[src/logic/capture_defs.svh]
// Register offsets, field positions and reset values of the capture block.
`ifndef CAPTURE_DEFS_SVH
`define CAPTURE_DEFS_SVH
`define CAP_MODE_OFFSET 4'h0
`define CAP_ENABLE_OFFSET 4'h4
`define CAP_STATUS_OFFSET 4'h8
`define CAP_MODE_RESET 16'h0000
`define CAP_ENABLE_RESET 2'h0
`define CAP_FIELD_STRIDE 8
`define CAP_DIR_LSB 0
`define CAP_PSC_LSB 2
`define CAP_FLT_LSB 4
`define CAP_STATUS_ACTIVE_LSB 2
`define CAP_FLT_BYPASS 4'h0
`endif

[src/logic/capture_pkg.sv]
// Types and decode functions shared by the capture channel modules.
package capture_pkg;
	typedef enum logic [1:0] {DIR_OUTPUT, DIR_TI_ONE, DIR_TI_TWO, DIR_TRIGGER} dir_e;

	typedef struct packed {
		logic [4:0] div_cnt;
		logic [3:0] run;
		logic level;
	} flt_s;

	typedef struct packed {
		logic [2:0] count;
		logic capture;
	} psc_s;

	typedef struct packed {
		logic [15:0] mode;
		logic [1:0] en;
		logic wait_req;
		logic [31:0] rdata;
		logic [1:0] cfg_wr;
		logic [1:0] lvl_prev;
	} top_s;

	// Sample divider as a power of two, 0 meaning every clock.
	function automatic logic [2:0] flt_div_log2(input logic [3:0] code);
		case (code)
			4'h4, 4'h5: flt_div_log2 = 3'h1;
			4'h6, 4'h7: flt_div_log2 = 3'h2;
			4'h8, 4'h9: flt_div_log2 = 3'h3;
			4'ha, 4'hb, 4'hc: flt_div_log2 = 3'h4;
			4'hd, 4'he, 4'hf: flt_div_log2 = 3'h5;
			default: flt_div_log2 = 3'h0;
		endcase
	endfunction : flt_div_log2

	function automatic logic [3:0] flt_count(input logic [3:0] code);
		case (code)
			4'h1: flt_count = 4'h2;
			4'h2: flt_count = 4'h4;
			4'h4, 4'h6, 4'h8, 4'hb, 4'he: flt_count = 4'h6;
			4'ha, 4'hd: flt_count = 4'h5;
			4'h0: flt_count = 4'h1;
			default: flt_count = 4'h8;
		endcase
	endfunction : flt_count

	function automatic logic [3:0] psc_factor(input logic [1:0] code);
		psc_factor = 4'(4'h1 << code);
	endfunction : psc_factor
endpackage : capture_pkg

[src/logic/capture_filter.sv]
// Digital input filter with clock-divided sampling and a run-length count.
`timescale 1ns/10ps
`include "capture_defs.svh"
module capture_filter import capture_pkg::*; (
	input wire logic clk,
	input wire logic rst,
	input wire logic [3:0] code,
	input wire logic din,
	output logic level
);
	flt_s s_q, s_d;
	logic [4:0] div_mask;
	logic tick;

	assign div_mask = 5'((6'h1 << flt_div_log2(code)) - 6'h1);
	assign tick = (s_q.div_cnt == div_mask);
	assign level = s_q.level;

	always_comb begin
		s_d = s_q;
		if (tick) begin
			s_d.div_cnt = 5'h0;
		end else begin
			s_d.div_cnt = s_q.div_cnt + 5'h1;
		end
		if (code == `CAP_FLT_BYPASS) begin
			s_d.level = din;
			s_d.run = 4'h0;
		end else if (tick) begin
			if (din == s_q.level) begin
				s_d.run = 4'h0;
			end else if (s_q.run + 4'h1 >= flt_count(code)) begin
				s_d.level = din;
				s_d.run = 4'h0;
			end else begin
				s_d.run = s_q.run + 4'h1;
			end
		end
	end

	always_ff @(posedge clk) begin
		if (rst) begin
			s_q <= '0;
		end else begin
			s_q <= s_d;
		end
	end
endmodule : capture_filter

[src/logic/capture_prescaler.sv]
// Capture event prescaler: one capture for every group of valid events.
`timescale 1ns/10ps
module capture_prescaler import capture_pkg::*; (
	input wire logic clk,
	input wire logic rst,
	input wire logic restart,
	input wire logic [1:0] code,
	input wire logic event_in,
	output logic capture
);
	psc_s s_q, s_d;

	assign capture = s_q.capture;

	always_comb begin
		s_d = s_q;
		s_d.capture = 1'b0;
		if (restart) begin
			s_d.count = 3'h0;
		end else if (event_in) begin
			if ({1'b0, s_q.count} == psc_factor(code) - 4'h1) begin
				s_d.count = 3'h0;
				s_d.capture = 1'b1;
			end else begin
				s_d.count = s_q.count + 3'h1;
			end
		end
	end

	always_ff @(posedge clk) begin
		if (rst) begin
			s_q <= '0;
		end else begin
			s_q <= s_d;
		end
	end
endmodule : capture_prescaler

[src/logic/input_capture_channel_config.sv]
// Two input-capture channel front ends with an Avalon-MM register slave.
//
// The Avalon-MM register port and the address map were left to the implementer.
`timescale 1ns/10ps
`include "capture_defs.svh"
module input_capture_channel_config import capture_pkg::*; (
	input wire logic CLK,
	input wire logic RST,
	input wire logic [3:0] AVS_ADDRESS,
	input wire logic AVS_READ,
	input wire logic AVS_WRITE,
	input wire logic [31:0] AVS_WRITEDATA,
	input wire logic [3:0] AVS_BYTEENABLE,
	output logic [31:0] AVS_READDATA,
	output logic AVS_WAITREQUEST,
	input wire logic TIMER_INPUT_ONE,
	input wire logic TIMER_INPUT_TWO,
	input wire logic TRIGGER_CAPTURE_SOURCE,
	input wire logic TRIGGER_INPUT_IN_USE,
	output logic [1:0] CAPTURE,
	output logic [1:0] FILTERED_LEVEL
);
	top_s s_q, s_d;
	logic [1:0] sel_in;
	logic [1:0] active;
	logic [1:0] flt_lvl;
	logic [1:0] cap;
	logic access;
	logic hit_mode;
	logic hit_enable;
	logic [15:0] wmask;
	logic [15:0] lock_mask;
	localparam logic [3:0] mode_adr = `CAP_MODE_OFFSET;
	localparam logic [3:0] enable_adr = `CAP_ENABLE_OFFSET;
	localparam logic [3:0] status_adr = `CAP_STATUS_OFFSET;

	assign access = (AVS_READ || AVS_WRITE) && !s_q.wait_req;
	assign hit_mode = AVS_ADDRESS[3:2] == mode_adr[3:2];
	assign hit_enable = AVS_ADDRESS[3:2] == enable_adr[3:2];
	assign wmask = {{8{AVS_BYTEENABLE[1]}}, {8{AVS_BYTEENABLE[0]}}};
	assign AVS_READDATA = s_q.rdata;
	assign AVS_WAITREQUEST = s_q.wait_req;
	assign CAPTURE = cap;
	assign FILTERED_LEVEL = flt_lvl;

	genvar ch;
	generate
		for (ch = 0; ch < 2; ch++) begin : g_ch
			localparam int B = ch * `CAP_FIELD_STRIDE;
			dir_e dir;
			logic [1:0] psc_code;
			logic [3:0] flt_code;
			assign dir = dir_e'(s_q.mode[B + `CAP_DIR_LSB +: 2]);
			assign psc_code = s_q.mode[B + `CAP_PSC_LSB +: 2];
			assign flt_code = s_q.mode[B + `CAP_FLT_LSB +: 4];
			// Direction bits are frozen while the channel runs.
			assign lock_mask[B +: 8] = {6'h00, {2{s_q.en[ch]}}};
			always_comb begin
				case (dir)
					DIR_TI_ONE: sel_in[ch] = TIMER_INPUT_ONE;
					DIR_TI_TWO: sel_in[ch] = TIMER_INPUT_TWO;
					DIR_TRIGGER: sel_in[ch] = TRIGGER_CAPTURE_SOURCE;
					default: sel_in[ch] = 1'b0;
				endcase
			end
			// The trigger path is dead unless an internal trigger is in use.
			assign active[ch] = s_q.en[ch] && dir != DIR_OUTPUT &&
				(dir != DIR_TRIGGER || TRIGGER_INPUT_IN_USE);
			capture_filter u_filter (
				.clk(CLK),
				.rst(RST),
				.code(flt_code),
				.din(sel_in[ch]),
				.level(flt_lvl[ch])
			);
			capture_prescaler u_prescaler (
				.clk(CLK),
				.rst(RST),
				.restart(!active[ch] || s_q.cfg_wr[ch]),
				.code(psc_code),
				.event_in(active[ch] && flt_lvl[ch] && !s_q.lvl_prev[ch]),
				.capture(cap[ch])
			);
		end
	endgenerate

	always_comb begin
		s_d = s_q;
		s_d.cfg_wr = 2'h0;
		s_d.lvl_prev = flt_lvl;
		// One wait state per access keeps read data a registered output.
		s_d.wait_req = !((AVS_READ || AVS_WRITE) && s_q.wait_req);
		if (access && AVS_WRITE && hit_mode) begin
			s_d.mode = (s_q.mode & ~(wmask & ~lock_mask)) |
				(AVS_WRITEDATA[15:0] & wmask & ~lock_mask);
			s_d.cfg_wr = {|wmask[15:8], |wmask[7:0]};
		end
		if (access && AVS_WRITE && hit_enable && AVS_BYTEENABLE[0]) begin
			s_d.en = AVS_WRITEDATA[1:0];
		end
		if ((AVS_READ || AVS_WRITE) && s_q.wait_req) begin
			case (AVS_ADDRESS[3:2])
				mode_adr[3:2]: s_d.rdata = {16'h0000, s_q.mode};
				enable_adr[3:2]: s_d.rdata = {30'h0, s_q.en};
				status_adr[3:2]: s_d.rdata = {28'h0, active, flt_lvl};
				default: s_d.rdata = 32'h0;
			endcase
		end
	end

	always_ff @(posedge CLK) begin
		if (RST) begin
			s_q.mode <= `CAP_MODE_RESET;
			s_q.en <= `CAP_ENABLE_RESET;
			s_q.wait_req <= 1'b1;
			s_q.rdata <= 32'h0;
			s_q.cfg_wr <= 2'h0;
			s_q.lvl_prev <= 2'h0;
		end else begin
			s_q <= s_d;
		end
	end
endmodule : input_capture_channel_config

[config.mk]
export PLATFORM = sky130hd
export DESIGN_NAME = input_capture_channel_config
export DESIGN_NICKNAME = d
export VERILOG_FILES = /design/src/logic/capture_pkg.sv /design/src/logic/capture_filter.sv /design/src/logic/capture_prescaler.sv /design/src/logic/input_capture_channel_config.sv
export VERILOG_INCLUDE_DIRS = /design/src /design/src/logic
export SDC_FILE = /design/constraint.sdc
export NUM_CORES = 1
export LEC_CHECK = 0
export BUFFER_PORTS_ARGS = -buffer_cell sky130_fd_sc_hd__buf_2
export CORE_MARGIN = 2
export CORE_UTILIZATION = 60
export CTS_CLUSTER_DIAMETER = 100
export CTS_CLUSTER_SIZE = 24
export DETAILED_ROUTE_END_ITERATION = 6
export PLACE_DENSITY = 0.9
export SLEW_MARGIN = 25
export SYNTH_ARGS = -nofsm -noshare
export SYNTH_HDL_FRONTEND = slang
export SYNTH_SLANG_ARGS = --single-unit
[constraint.sdc]
create_clock -name CLK -period 4.6 [get_ports CLK]
set_clock_uncertainty 0.2 [all_clocks]
set_input_delay 0.23 -clock CLK [delete_from_list [all_inputs] [get_ports CLK]]
set_output_delay 0.23 -clock CLK [all_outputs]
set_load 0.01 [all_outputs]
==> results.json, run 1 <==
{
  "status": "finished clean",
  "syn_inst": 508,
  "fmax_mhz": 364,
  "cts_buffer_depth": 2,
  "hold_path_class": "input pin to flop",
  "worst_hold_slack_ns": 0.0343,
  "clock_latency_ns": 0.36,
  "min_period_ns": 2.75,
  "wirelength_mm": 9.82,
  "synth_edf_count": 0,
  "die-width_um": 90.6,
  "synth_top_area_share_pct": 36.1,
  "antenna_left": 0,
  "setup-violations-final": 0,
  "hold_viol_final": 0,
  "wl_per_cell_um": 15.2,
  "port_buffers": 48,
  "start_kind": "flop",
  "grt.total_usage_pct": 24.0,
  "r2r_cells": 7,
  "cts_setup_buffers": 0,
  "tightest_slew_ns": 0.970,
  "arrival_ns": 2.78,
  "regArea_mm2": 0.00162,
  "cap_violations": 0,
  "fin_nets": 610,
  "tns_ns": 0,
  "grt_pass1_wl_mm": 16.4,
  "hold_depth": 3,
  "final_layout_size_suffix_gt1_share_pct": 15.2,
  "post-route-drc-count": 0,
  "fillers": 597,
  "grt_pass1_vias": 3710,
  "yosysWarnings": 0,
  "crit-reg2reg-launch": "AVS_WAITREQUEST",
  "yosysSeqAreaShare_pct": 36.1,
  "ctsResizeCount": 0,
  "syn_area_mm2": 0.00450,
  "dp_hpwl_mm": 7.09,
  "cts_root_buf": "clkbuf_8",
  "synth_area_leaders": "dfxtp_1, buf_4, ha_1, mux2i_1, nor2_1",
  "syn_area_per_cell_um2": 8.85,
  "yosysTopAreaCell": "dfxtp_1",
  "p_leak_nw": 1.96,
  "irDropWorstVdd_mv": 0.227,
  "ys_top_cells_by_count": "dfxtp_1, buf_4, nor2_1",
  "cts_tree": "built",
  "overflow": 0,
  "hold_path_end": "g_ch[1].flt_code[1]",
  "yosysMostFrequentCell": "dfxtp_1",
  "clk_pin_slew_worst_paths_ns": 0.08,
  "worstPathMaxFanout": 9,
  "num_antenna_cells": 0,
  "path_class": "flop to flop",
  "cts.sinks": 81,
  "rrSetupSlack_ns": 1.85,
  "place.gp.congestion": 0.942,
  "boundaryPins": 85,
  "min_from": "AVS_WRITEDATA[13]",
  "firstDrtPassIters": 6,
  "synth-async-reset-ratio_pct": 0,
  "viasPerCell": 5.95,
  "vias": 3843,
  "grt_max_degree": 36,
  "period_share_pct": 59.7,
  "dp_cells": 621,
  "synth-seq-cells": 81,
  "crit_required_ns": 4.64,
  "power.density_mw_per_mm2": 291,
  "endpoint_kind": "flop",
  "cts_max_level": 3,
  "rows": 31,
  "maxSlewViolCount": 0,
  "synthFlopType": "dfxtp_1",
  "ctsHoldBuffers": 9,
  "antenna_found_initial": 0,
  "initial_core_util_pct": 62.0,
  "drt_iter0_markers": 245,
  "core_mm2": 0.00725,
  "instances_no_fill": 646,
  "ys_types": 71,
  "rsz0062_at_grt": "no",
  "syn2layout_area_growth_pct": 9.43,
  "multi_input_area_mm2": 0.00252,
  "dieArea_mm2": 0.00821,
  "die_h_um": 90.6,
  "cts_buffers": 9,
  "slew_headroom_pct": 35.2
}
## cells in the final DEF (no fill, tap or decap), types with 4 or more instances in the layout
master / n
nand3_1: 18
o31ai_1: 5
nand2b_1: 8
ha_1: 20
a22o_1: 12
conb_1: 16
nor3b_1: 4
buf_2: 48
xor2_1: 7
dlygate4sd3_1: 9
mux2i_1: 22
o211ai_1: 4
dfxtp_1: 81
inv_1: 19
nor2b_1: 20
o21a_1: 5
a21oi_1: 24
nand4_1: 4
nand3b_1: 6
and3_1: 4
nand2_1: 35
nor3_1: 20
nor2_1: 37
xnor2_1: 6
clkbuf_8: 10
or3_1: 6
a31oi_1: 5
o21ai_0: 16
## layout make-up
class | instances | share of cell area, %
clock buffer | 11 | 2.87
clock inverter | 5 | 2.08
inverter | 20 | 1.58
multi-input combinational | 372 | 51.1
sequential | 81 | 32.9
tap | 99 | 2.52
timing repair buffer | 58 | 6.86
## worst max-delay path by stage
| stage | start | to | slack, ns | depth (start not counted) |
|---|---|---|---|---|
| global placement | AVS_ADDRESS[3] | flop | 1.89 | 8 |
| detailed placement | AVS_ADDRESS[3] | flop | 1.81 | 8 |
| global route | AVS_WAITREQUEST | flop | 1.66 | 7 |
| CTS | AVS_WAITREQUEST | flop | 1.87 | 7 |
| finish | AVS_WAITREQUEST | flop | 1.85 | 7 |
| floorplan | AVS_ADDRESS[3] | flop | 2.39 | 9 |
## through the flow
stage | setup WS [ns] | instance area (µm²) | utilization [%] | power, mW
global placement | 1.89 | 4590 | 63.3 | 0.807
CTS | 1.87 | 4920 | 67.9 | 1.43
global route | 1.66 | 4920 | 67.9 | 1.47
floorplan | 2.39 | 4550 | - | 0.791
detailed placement | 1.81 | 4590 | 63.3 | 0.810
finish | 1.85 | 4920 | 67.9 | 1.43
## worst max-delay path, stage by stage, from the launching register on
cell and delay [ns]:
dfxtp_1 0.34, nor2b_1 0.15, and3_1 0.62, mux2i_2 0.47, inv_1 0.15, ha_1 0.28
nor4_2 0.28, o32ai_1 0.12
## cell families after synthesis
kind of cell	synth area share (%)
AOI/OAI and AO/OA	16.3
buffers and inverters	9.24
xor gates and xnor gates	2.53
and+or+nand+nor	22.7
other	0.0834
adders and majority gates	5.56
DFF	36.1
muxes	7.57
## power by group
| group | switching, mW | internal [mW] |
|---|---|---|
| Sequential | 0.00535 | 0.706 |
| Combinational | 0.0558 | 0.0343 |
| Clock | 0.255 | 0.375 |
| Total | 0.316 | 1.11 |
## layer usage
layer | vias to the layer above | GRT usage [%] | share of wire [%] | wire (µm)
met5 | - | 0 | 0 | 0
met4 | 0 | 10.1 | 3.0 | 291
met3 | 32 | 6.09 | 4.8 | 474
met2 | 126 | 42.0 | 50 | 4930
met1 | 1834 | 27.6 | 42 | 4120
li1 | 1851 | - | - | -
Note: power is estimated with default switching activity, not from simulation.
==> inputs of run 2 (changes only) <==
ABC_AREA = 1   (was not set)
CORE_UTILIZATION = 50   (was 60)
PLACE_DENSITY = 0.81   (was 0.9)
clock period = 2.5 ns   (was 4.6 ns; I/O delays follow)
==> run 2 against run 1 <==
Net effect:
- count of clock-buffer cells in the layout grew 1
- critical path depth grew 1
- clock power grew 39%
- synthesized cell count grew 21%
- area after synthesis shrank 0.25%
- global-route usage shrank 3.9 points
- hold slack lost 0.025 ns
- largest cell class unchanged
- largest power group unchanged
==> results.json, run 2 <==
{
  "status": "finished clean",
  "cts_buffer_depth": 2,
  "core_mm2": 0.00872,
  "cpLargestDelayFamily": "buffers and inverters",
  "cts_root_buf": "clkbuf_8",
  "hold_depth": 4,
  "power_mw": 2.43,
  "fillers": 753,
  "cts_buffers": 9,
  "syn_inst": 613,
  "use_met1_pct": 25.2,
  "multi_input_area_mm2": 0.00229,
  "regArea_mm2": 0.00162,
  "clock_latency_ns": 0.35,
  "hold_path_class": "input pin to flop",
  "synth-xor-area-share_pct": 3.32,
  "timing.rr.end": "g_ch[1].u_filter.level",
  "arrival_ns": 2.31,
  "yosysSeqAreaShare_pct": 36.1,
  "grt.total_usage_pct": 20.0,
  "cts_max_level": 3,
  "worstPathMaxFanout": 12,
  "final_cell_mix": "nand2_1, dfxtp_1, inv_1",
  "critPathMaxStageDelay_ns": 0.53,
  "wirelength_mm": 9.39,
  "rsz0062_at_grt": "no",
  "ys_top_cells_by_count": "nand2_1, dfxtp_1, inv_1",
  "ctsResizeCount": 0,
  "period_share_pct": 90.7,
  "overflow": 0,
  "synth_top_family_by_area": "simple AND/OR/NAND/NOR gates",
  "antenna_found_initial": 0,
  "cts_tree": "built",
  "grt_busiest_layer": "met2",
  "rows": 34,
  "vias": 3972,
  "dieArea_mm2": 0.00975,
  "yosysWarnings": 0,
  "clk_pin_slew_worst_paths_ns": 0.08,
  "hold_viol_final": 0,
  "path_class": "input pin to flop",
  "initial_core_util_pct": 51.4,
  "cts_setup_buffers": 0,
  "r2r_cells": 11,
  "grt_pass1_vias": 3648,
  "yosysMostFrequentCell": "nand2_1",
  "yosys.area_share.simple_pct": 27.6,
  "synthFlopType": "dfxtp_1",
  "synth_area_leaders": "dfxtp_1, nand2_1, inv_1, buf_4, nand3_1",
  "endpoint_kind": "flop",
  "syn_area_mm2": 0.00449,
  "wl_per_cell_um": 12.1,
  "worst-path-buf-inv": 3,
  "syn_area_per_cell_um2": 7.32,
  "grtUsageMet2_pct": 34.1,
  "crit-reg2reg-launch": "g_ch[1].u_filter.s_q[1]",
  "port_buffers": 48,
  "tightest_slew_ns": 0.523,
  "slew_headroom_pct": 65.1,
  "setup-violations-final": 0,
  "drt_iter0_markers": 193,
  "antenna_left": 0,
  "cts.sinks": 81,
  "maxSlewViolCount": 0,
  "cap_violations": 0,
  "grt_use_met3_pct": 3.48,
  "synthAdderAreaFrac_pct": 5.58,
  "grt_max_degree": 21,
  "min_from": "AVS_BYTEENABLE[1]",
  "irDropWorstVdd_mv": 0.335,
  "min_period_ns": 2.27,
  "rrSetupSlack_ns": 0.41,
  "viasPerCell": 5.13,
  "tns_ns": 0,
  "final_layout_size_suffix_gt1_share_pct": 15.3,
  "stdcell_area_mm2": 0.00497,
  "final_common_cell": "nand2_1",
  "syn2layout_area_growth_pct": 10.8,
  "dp_hpwl_mm": 7.23,
  "power.density_mw_per_mm2": 489,
  "boundaryPins": 85,
  "num_antenna_cells": 0,
  "ys_types": 38,
  "crit_required_ns": 2.54,
  "p_leak_nw": 2.25,
  "post-route-drc-count": 0,
  "yosysTopAreaCell": "dfxtp_1",
  "grt_pass1_wl_mm": 16.0,
  "fmax_mhz": 441,
  "start_kind": "input pin",
  "die_h_um": 98.7,
  "synth_edf_count": 0,
  "synth-seq-cells": 81,
  "worstPathCellList": "dlygate4sd3_1 > buf_2 > inv_1 > nand2_1 > ha_1 > o21bai_2 > o21bai_1 > nand2_1",
  "die-width_um": 98.7,
  "synth-async-reset-ratio_pct": 0,
  "fin_nets": 729,
  "muxShareOfSynthArea_pct": 0,
  "cpMostUsedCell": "nand2_1",
  "placed_area_mm2": 0.00463,
  "ctsHoldBuffers": 16,
  "place.gp.congestion": 0.889,
  "synth_top_area_share_pct": 36.1,
  "firstDrtPassIters": 7,
  "crit_slowest_cell": "dlygate4sd3_1",
  "synth_compound_area_share_pct": 13.1
}
-- run 2: cell types whose count changed in the layout (fill, tap and decap cells not counted), sizes merged, moves of 27 or more --
cell,delta
inv,+65
mux2i,-27
nand2,+87
nand3,+35
o21ai,+30
-- run 2: worst max path at each step --
stage	cells after the start	start	slack (ns)	to
floorplan	10	AVS_WAITREQUEST	0.59	flop
finish	8	RST	0.23	flop
global placement	7	RST	0.46	flop
detailed placement	7	RST	0.42	flop
global route	12	AVS_ADDRESS[3]	0.07	flop
CTS	8	RST	0.24	flop
-- run 2: worst register-to-register path, cell delays in order (launching register included) --
cell and delay [ns]:
dfxtp_1 0.44, nand3_1 0.12, xnor2_1 0.25, ha_1 0.30, nand2_1 0.07, inv_1 0.04, o21ai_0 0.09, nand3_1 0.15
nand4_1 0.13, nand2_1 0.05, nor2_1 0.08, nor2_1 0.05
-- run 2: cell families after synthesis --
| kind of cell | count (synthesis) |
|---|---|
| simple gates | 260 |
| buf+inv | 130 |
| compound gates | 104 |
| flops | 81 |
| fa+ha+maj | 20 |
| xor+xnor | 17 |
| other cells | 1 |
-- run 2: per-stage QoR --
step                util [%]  hold WS [ns]  worst slack [ns]  std cells
finish                  57.0       0.00903             0.231        774
global route            57.0        0.0704            0.0708        774
CTS                     57.0       0.00163             0.237        774
detailed placement      53.1         0.167             0.418        742
global placement        53.1         0.151             0.456        742
floorplan                  -        0.0599             0.587        628
-- run 2: power breakdown --
part	switching, mW	internal [mW]
Combinational	0.154	0.0803
Clock	0.463	0.414
Sequential	0.0136	1.31
Total	0.631	1.80
-- run 2: final cells by class --
cell class	instances	area share [%]
tap	108	2.72
clock buffer	12	3.12
multi-input combinational	417	46.0
sequential	81	32.6
inverter	85	6.47
timing repair buffer	67	8.51
clock inverter	4	0.554
-- run 2: routing by layer --
layer | vias up | share of wire (%)
li1 | 2037 | -
met1 | 1789 | 46
met2 | 127 | 46
met3 | 19 | 5.2
met4 | 0 | 2.7
met5 | - | 0
